## src/inc/arc_consts.vh

```
`ifndef ARC_CONSTS_VH
`define ARC_CONSTS_VH

// =====================================================================
// register offsets
`define ARC_ADDR_W          16
`define ARC_OFF_STOP        16'h0001
`define ARC_OFF_MODE0       16'h0002
`define ARC_OFF_ACK_MODE    16'h0003
`define ARC_OFF_RX_HOLD     16'h0004
`define ARC_OFF_FAST_RX     16'h0005
`define ARC_OFF_EACK        16'h0006
`define ARC_OFF_STATE       16'h0080

// =====================================================================
// reset values
`define ARC_RST_ACK_MODE    8'hC0
`define ARC_RST_RX_HOLD     8'h00
`define ARC_RST_FAST_RX     8'h00
`define ARC_RST_EACK        8'h01
`define ARC_RST_MODE0       8'h00

// =====================================================================
// field positions
`define ARC_B_DETECT_POINT  7
`define ARC_B_SEQ_SUPPRESS  6
`define ARC_B_VER_BIT13     5
`define ARC_B_VER_BIT12     4
`define ARC_B_VER_SRC       3
`define ARC_B_AUTO_RX       4
`define ARC_MASK_ACK_MODE   8'hF8
`define ARC_MASK_BIT0       8'h01
`define ARC_MASK_MODE0      8'hFC

// =====================================================================
// timing: cycles spent in idle on the slow re-entry path
`define ARC_IDLE_CYCLES     2'h2

`endif

```

## src/rtl/arc_ctrl.v

```verilog
// Local design decision: the strobed register port.
`timescale 1ns/10ps
`include "arc_consts.vh"

// What this block does
// [RULE1] version select 0 copies received frame version, 1 uses programmed bits
// [RULE2] programmed bit 1 drives version bit 13, bit 0 drives bit 12
// [RULE3] suppress control inverted: 0 enables suppression, 1 disables it
// [RULE4] suppression omits reply sequence number when received frame had none
// [RULE5] ack detect at frame end when point bit 0, at header when 1
// [RULE6] ack reply mode register resets to C0H
// [RULE7] hold bit 1 in receive enters hold; clearing returns to receive
// [RULE8] host sets hold only in receive, never hold to transmit or assess
// [RULE9] host never asserts stop while in hold
// [RULE10] fast bit 0 re-enters receive via idle; 1 re-enters directly
// [RULE11] direct re-entry covers discards, level error, header error, cancel, auto rx
// [RULE12] enhanced ack enable is bit 0, resets to 01H
// [RULE13] stop halts tx, rx, assessment, calibration and goes idle
// [RULE14] auto receive mode 1 returns to receive after reception completes
// [RULE15] reserved bits read zero, writes to them ignored
module arc_ctrl (
  input  wire        i_sys_clk,
  input  wire        i_rst,
  input  wire        i_clk_en,
  input  wire [15:0] i_addr,
  input  wire [7:0]  i_wdata,
  input  wire        i_wr,
  input  wire        i_rd,
  input  wire        i_start_rx,
  input  wire        i_start_tx,
  input  wire        i_start_cca,
  input  wire        i_start_cal,
  input  wire        i_op_done,
  input  wire        i_rx_done,
  input  wire        i_rx_abort,
  input  wire        i_phr_rcvd,
  input  wire        i_frame_end,
  input  wire        i_ack_wait,
  input  wire [1:0]  i_rx_frame_ver,
  input  wire        i_rx_seq_present,
  output reg  [7:0]  o_rdata,
  output reg  [1:0]  o_reply_ver,
  output reg         o_reply_seq_present,
  output reg         o_ack_rcvd,
  output reg         o_eack_en,
  output reg         o_hold,
  output reg  [5:0]  o_state
);

  // =====================================================================
  // states
  localparam [5:0] ST_IDLE = 6'h01;
  localparam [5:0] ST_RX   = 6'h02;
  localparam [5:0] ST_HOLD = 6'h04;
  localparam [5:0] ST_TX   = 6'h08;
  localparam [5:0] ST_CCA  = 6'h10;
  localparam [5:0] ST_CAL  = 6'h20;

  // =====================================================================
  // registers
  reg  [7:0] ack_mode_r;
  reg  [7:0] hold_r;
  reg  [7:0] fast_r;
  reg  [7:0] eack_r;
  reg  [7:0] mode0_r;
  reg  [5:0] state_r;
  reg  [5:0] state_nxt;
  reg  [1:0] idle_cnt_r;
  reg        reenter_r;
  reg  [1:0] ver_ff_r;
  reg        seq_ff_r;
  wire [1:0] fmt_ver;
  wire       fmt_seq;
  wire       stop_wr;

  function hit;
    input [15:0] a;
    input [15:0] off;
    begin
      hit = (a == off);
    end
  endfunction

  assign stop_wr = i_wr & hit(i_addr, `ARC_OFF_STOP) & i_wdata[0];

  // =====================================================================
  // register writes
  always @(posedge i_sys_clk or posedge i_rst) begin
    if (i_rst) begin
      ack_mode_r <= `ARC_RST_ACK_MODE; // [RULE6]
      hold_r     <= `ARC_RST_RX_HOLD;
      fast_r     <= `ARC_RST_FAST_RX;
      eack_r     <= `ARC_RST_EACK; // [RULE12]
      mode0_r    <= `ARC_RST_MODE0;
    end else if (i_clk_en) begin
      if (i_wr) begin
        if (hit(i_addr, `ARC_OFF_ACK_MODE))
          ack_mode_r <= i_wdata & `ARC_MASK_ACK_MODE; // [RULE15]
        if (hit(i_addr, `ARC_OFF_RX_HOLD))
          hold_r <= i_wdata & `ARC_MASK_BIT0; // [RULE15]
        if (hit(i_addr, `ARC_OFF_FAST_RX))
          fast_r <= i_wdata & `ARC_MASK_BIT0;
        if (hit(i_addr, `ARC_OFF_EACK))
          eack_r <= i_wdata & `ARC_MASK_BIT0;
        if (hit(i_addr, `ARC_OFF_MODE0))
          mode0_r <= i_wdata & `ARC_MASK_MODE0;
      end
    end
  end

  // =====================================================================
  // read port: data one cycle after the strobe, unmapped reads zero
  always @(posedge i_sys_clk or posedge i_rst) begin
    if (i_rst) begin
      o_rdata <= 8'h00;
    end else if (i_clk_en) begin
      o_rdata <= 8'h00;
      if (i_rd) begin
        case (i_addr)
          `ARC_OFF_MODE0:    o_rdata <= mode0_r;
          `ARC_OFF_ACK_MODE: o_rdata <= ack_mode_r;
          `ARC_OFF_RX_HOLD:  o_rdata <= hold_r;
          `ARC_OFF_FAST_RX:  o_rdata <= fast_r;
          `ARC_OFF_EACK:     o_rdata <= eack_r;
          `ARC_OFF_STATE:    o_rdata <= {2'h0, state_r};
          default:           o_rdata <= 8'h00; // stop register always reads 0
        endcase
      end
    end
  end

  // =====================================================================
  // receive-state machine
  always @* begin
    state_nxt = state_r;
    case (state_r)
      ST_IDLE: begin
        if (reenter_r && idle_cnt_r == 2'h0)
          state_nxt = ST_RX; // [RULE10]
        else if (i_start_rx)
          state_nxt = ST_RX;
        else if (i_start_tx)
          state_nxt = ST_TX;
        else if (i_start_cca)
          state_nxt = ST_CCA;
        else if (i_start_cal)
          state_nxt = ST_CAL;
      end
      ST_RX: begin
        if (hold_r[0])
          state_nxt = ST_HOLD; // [RULE7]
        else if (i_rx_abort || (i_rx_done && mode0_r[`ARC_B_AUTO_RX]))
          state_nxt = fast_r[0] ? ST_RX : ST_IDLE; // [RULE10] [RULE11] [RULE14]
        else if (i_rx_done)
          state_nxt = ST_IDLE;
        else if (i_start_tx)
          state_nxt = ST_TX;
        else if (i_start_cca)
          state_nxt = ST_CCA;
      end
      // host keeps tx/assess requests away from hold, so none are honoured here
      ST_HOLD: begin
        if (!hold_r[0])
          state_nxt = ST_RX; // [RULE7] [RULE8]
      end
      ST_TX, ST_CCA, ST_CAL: begin
        if (i_op_done)
          state_nxt = ST_IDLE;
      end
      default: state_nxt = ST_IDLE;
    endcase
    if (stop_wr && state_r != ST_HOLD)
      state_nxt = ST_IDLE; // [RULE13] [RULE9]
  end

  always @(posedge i_sys_clk or posedge i_rst) begin
    if (i_rst) begin
      state_r    <= ST_IDLE;
      idle_cnt_r <= 2'h0;
      reenter_r  <= 1'b0;
    end else if (i_clk_en) begin
      state_r <= state_nxt;
      if (stop_wr) begin
        reenter_r <= 1'b0; // stop cancels automatic re-entry
      end else if (state_r == ST_RX && state_nxt == ST_IDLE &&
                   (i_rx_abort || (i_rx_done && mode0_r[`ARC_B_AUTO_RX]))) begin
        reenter_r  <= 1'b1; // [RULE10] [RULE14]
        idle_cnt_r <= `ARC_IDLE_CYCLES - 2'h1;
      end else if (state_r == ST_IDLE && reenter_r) begin
        if (idle_cnt_r == 2'h0)
          reenter_r <= 1'b0;
        else
          idle_cnt_r <= idle_cnt_r - 2'h1;
      end
    end
  end

  // =====================================================================
  // reply formatting and ack detection
  arc_reply_fmt u_fmt (
    .i_ver_src_sel       (ack_mode_r[`ARC_B_VER_SRC]),
    .i_ver_prog          ({ack_mode_r[`ARC_B_VER_BIT13], ack_mode_r[`ARC_B_VER_BIT12]}),
    .i_rx_frame_ver      (ver_ff_r),
    .i_seq_suppress_n    (ack_mode_r[`ARC_B_SEQ_SUPPRESS]),
    .i_rx_seq_present    (seq_ff_r),
    .o_reply_ver         (fmt_ver),
    .o_reply_seq_present (fmt_seq)
  );

  always @(posedge i_sys_clk or posedge i_rst) begin
    if (i_rst) begin
      ver_ff_r            <= 2'h0;
      seq_ff_r            <= 1'b0;
      o_reply_ver         <= 2'h0;
      o_reply_seq_present <= 1'b0;
      o_ack_rcvd          <= 1'b0;
      o_eack_en           <= 1'b0;
      o_hold              <= 1'b0;
      o_state             <= ST_IDLE;
    end else if (i_clk_en) begin
      ver_ff_r            <= i_rx_frame_ver;
      seq_ff_r            <= i_rx_seq_present;
      o_reply_ver         <= fmt_ver; // [RULE1] [RULE2]
      o_reply_seq_present <= fmt_seq; // [RULE4]
      // ack seen on header or on frame end as the point bit selects
      o_ack_rcvd <= i_ack_wait & (ack_mode_r[`ARC_B_DETECT_POINT] ? i_phr_rcvd
                                                                 : i_frame_end); // [RULE5]
      o_eack_en  <= eack_r[0]; // [RULE12]
      o_hold     <= (state_nxt == ST_HOLD);
      o_state    <= state_nxt;
    end
  end

endmodule

```

## src/rtl/arc_reply_fmt.v

```verilog
`timescale 1ns/10ps
// =====================================================================
// reply header builder: frame version and sequence number presence
module arc_reply_fmt (
  input  wire       i_ver_src_sel,
  input  wire [1:0] i_ver_prog,
  input  wire [1:0] i_rx_frame_ver,
  input  wire       i_seq_suppress_n,
  input  wire       i_rx_seq_present,
  output wire [1:0] o_reply_ver,
  output wire       o_reply_seq_present
);

  // bit 1 of the version is frame bit 13, bit 0 is frame bit 12
  assign o_reply_ver = i_ver_src_sel ? i_ver_prog : i_rx_frame_ver; // [RULE1] [RULE2]
  // suppress control is active low: 0 means leave the field out when the received frame had none
  assign o_reply_seq_present = i_seq_suppress_n | i_rx_seq_present; // [RULE3] [RULE4]

endmodule

```

## config.mk

```make
export PLATFORM = sky130hd
export DESIGN_NAME = arc_ctrl
export DESIGN_NICKNAME = d
export VERILOG_FILES = /design/src/rtl/arc_ctrl.v /design/src/rtl/arc_reply_fmt.v
export VERILOG_INCLUDE_DIRS = /design/src /design/src/inc
export SDC_FILE = /design/constraint.sdc
export NUM_CORES = 1
export LEC_CHECK = 0
export BUFFER_PORTS_ARGS = -buffer_cell sky130_fd_sc_hd__buf_2
export CAP_MARGIN = 15
export CORE_MARGIN = 2
export CORE_UTILIZATION = 52
export DETAILED_ROUTE_END_ITERATION = 6
export GPL_TIMING_DRIVEN = 0
export PLACE_DENSITY = 0.88
export SLEW_MARGIN = 20
export SYNTH_ARGS = -nofsm -noshare
export SYNTH_HDL_FRONTEND = slang
export SYNTH_SLANG_ARGS = --single-unit
```

## constraint.sdc

```tcl
create_clock -name i_sys_clk -period 2.5 [get_ports i_sys_clk]
set_clock_uncertainty 0.05 [all_clocks]
set_input_delay 0.125 -clock i_sys_clk [delete_from_list [all_inputs] [get_ports i_sys_clk]]
set_output_delay 0.125 -clock i_sys_clk [all_outputs]
set_load 0.05 [all_outputs]
```

==> impl_results.md <==
- Outcome: finished clean
- Commonest non-fill, non-tap cell in the layout: buf_2
- Final Hold Viols: 0
- Row count: 23
- Tot GR Track Use: 23.00%
- Async set or reset register ratio after synthesis: 100.0%
- H-tree depth: 2
- GP Congestion: 0.8676
- # fillers: 331
- Vias per inst: 5.890
- Hold Crit Class: primary input to flop
- DR WL/cell: 15.89 µm
- Final TNS setup: 0 ps
- Arrival time worst endpoint: 2350 ps
- Vias in the first global route: 1904
- Hold Crit Start: i_wdata[5]
- Worst Setup End Kind: flop
- CP max FO: 8
- CTS tree: done
- Post-layout util: 67.79%
- Initial DRC count: 99
- Synth top area share: 40.11%
- RSZ-0062 raised after global routing: no
- Sequential area share after synthesis: 44.79%
- NumNets Final: 336
- Yosys top cell by area: dfrtp_1
- Ys Warns: 0
- Fin crit period: 2211 ps
- Pin count of the biggest net entering global routing: 36
- Final WL: 5465 µm
- Worst Path Required: 2640 ps
- Root Buffer: clkbuf_8
- Core area: 4086 µm²
- # Max-Cap Violations: 0
- Peak supply drop: 0.4311 mV
- CTS Sinks: 40
- Crit start category: flop
- Clock buffers created by TritonCTS: 5
- Layout cell share with drive strength beyond 1: 32.65%
- CTS hold repair buffers: 3
- Worst-skew pair later-pin latency: 300 ps
- Syn_nets: 266
- Pre-antenna DRT Iters: 4
- Reg clk slew, reported paths: 80 ps
- Max Clock Freq: 452.3 MHz
- RR Startpoint: o_state[3]
- Syn avg cell area: 10.07 µm²
- DRC: 0
- Buffer levels on the longest clock path: 2
- First-pass GRT wire length: 8949 µm
- Area Growth Syn to Fin: 23.34%
- Total setup buffers inserted after CTS: 0
- GRT overflow: 0
- Unique cell type count in the Yosys netlist: 51
- Worst setup path category: flop to flop
- Die Y: 69.72 µm
- Final setup viols: 0
- DRT antenna net count: 0
- Die extent in x: 69.72 µm
- Final period util: 88.43%
- Die Area: 4861 µm²
- Gate Count Post-Synth: 223
- Top FF cell, synth: dfrtp_1
- Pwr dens: 673.4 nW/µm²
- Power Total: 1.866 mW
- Initial Util: 54.96%
- Headroom to the max-slew limit: 56.74%
- Initial antenna violation count: 0
- Finished Layout Cells: 344
- Pleak: 1.288 nW
- CTS resizes: 0
- Post-Syn Area: 2246 µm²
- Max Slew Vio Count: 0
- # placed instances: 333
- Post-synth EDFFs: 0
- CP Launch Point: o_state[3]
- Most frequent cells in the layout: buf_2, dfrtp_1, inv_1
- DPL Wire Length: 4232 µm
- Worst Max-Slew Pin Slew: 644.0 ps
- DR vias: 2026
- Top Ports: 62
- Synth area leaders: dfrtp_1, mux2_1, dfstp_2
- Antenna diode count: 0
- I/O Buffers: 59
- Register bit total from synthesis: 40
## flip-flops by register name (all words and copies together), names as in the netlist
name and count:
ack_mode_r 5, eack_r 1, fast_r 1, hold_r 1, idle_cnt_r 2, mode0_r 6, o_ack_rcvd 1, o_eack_en 1
o_hold 1, o_rdata 8, o_reply_seq_present 1, o_reply_ver 2, o_state 6, reenter_r 1, seq_ff_r 1, ver_ff_r 2
## stage by stage
step	cell area [µm²]	hold slack, ps	setup slack, ps
floorplan	2246	172.2	295.2
global placement	2604	303.7	404.6
detailed placement	2624	-18.58	319.1
CTS	2770	5.072	310.5
global route	2770	8.179	139.9
finish	2770	4.222	289.2
## cell type report
class                           instances  area [µm²]  share of cell area [%]
Buffer                                  9       36.28                   1.310
Inverter                               21       78.83                   2.846
Clock inverter                          3       47.55                   1.716
Clock buffer                            5       68.82                   2.484
Tap cell                               50       62.56                   2.258
Multi-Input combinational cell        153        1125                   40.61
Timing Repair Buffer                   63       345.3                   12.47
Sequential cell                        40        1006                   36.31
## report_power, final
part	leakage, nW	internal, mW	switching (mW)
Combinational	0.709	0.210	0.343
Clock	0.0583	0.301	0.241
Sequential	0.521	0.703	0.0688
## path summary, 6_finish.rpt
kind,end,slack [ps],cells after the start
max in group asynchronous,eack_r[0],1710,4
worst max register to register,idle_cnt_r[1],290,6
min in group asynchronous,o_state[1],210,3
worst min-delay path,mode0_r[5],4,2
worst max-delay path,idle_cnt_r[1],290,6
worst min register to register,mode0_r[3],440,1
## cells in the mapped netlist (2+ instances only)
cell type  instances
dfrtp_1           36
inv_1             21
nor2_1            17
a21oi_1           15
nand2_1           12
mux2_1            11
o22ai_1           11
mux2i_1            9
o21ai_0            8
mux2_2             7
nand3_1            7
nor3_1             7
clkbuf_1           6
dfstp_2            4
nand4_1            4
nor4_2             3
a31oi_1            2
a32oi_1            2
and3_1             2
buf_2              2
nand2b_1           2
nor2_4             2
nor2b_1            2
nor4_4             2
o2111ai_1          2
o31ai_1            2
## cells by family (layout without fill, tap and decap cells)
group                      count (synthesis)  in the layout  synth area share, %
xor gates and xnor gates                   2              2               0.7801
muxes                                     27             27                13.04
buffers and inverters                     30            101                5.125
and+or+nand+nor                           71             71                20.33
AOI/OAI and AO/OA                         52             52                15.38
adders and majority gates                  1              1               0.5570
DFF                                       40             40                44.79
## per-layer routing
layer  GRT usage [%]  share of wire, %  up-vias
li1                -                 -      958
met3           3.779               4.8        6
met2           38.78                50       63
met5               0                 0        -
met1           30.98                44      999
met4           5.983              0.97        0
## worst max-delay path, cell delays in order, from the launching register on
cell      delay (ps)
dfrtp_1          490
nor4_4           440
nand3b_2         190
o41ai_2          410
nor4_1           120
nand3b_4         190
a31o_1           210
Power figures use the tool's default switching activity.
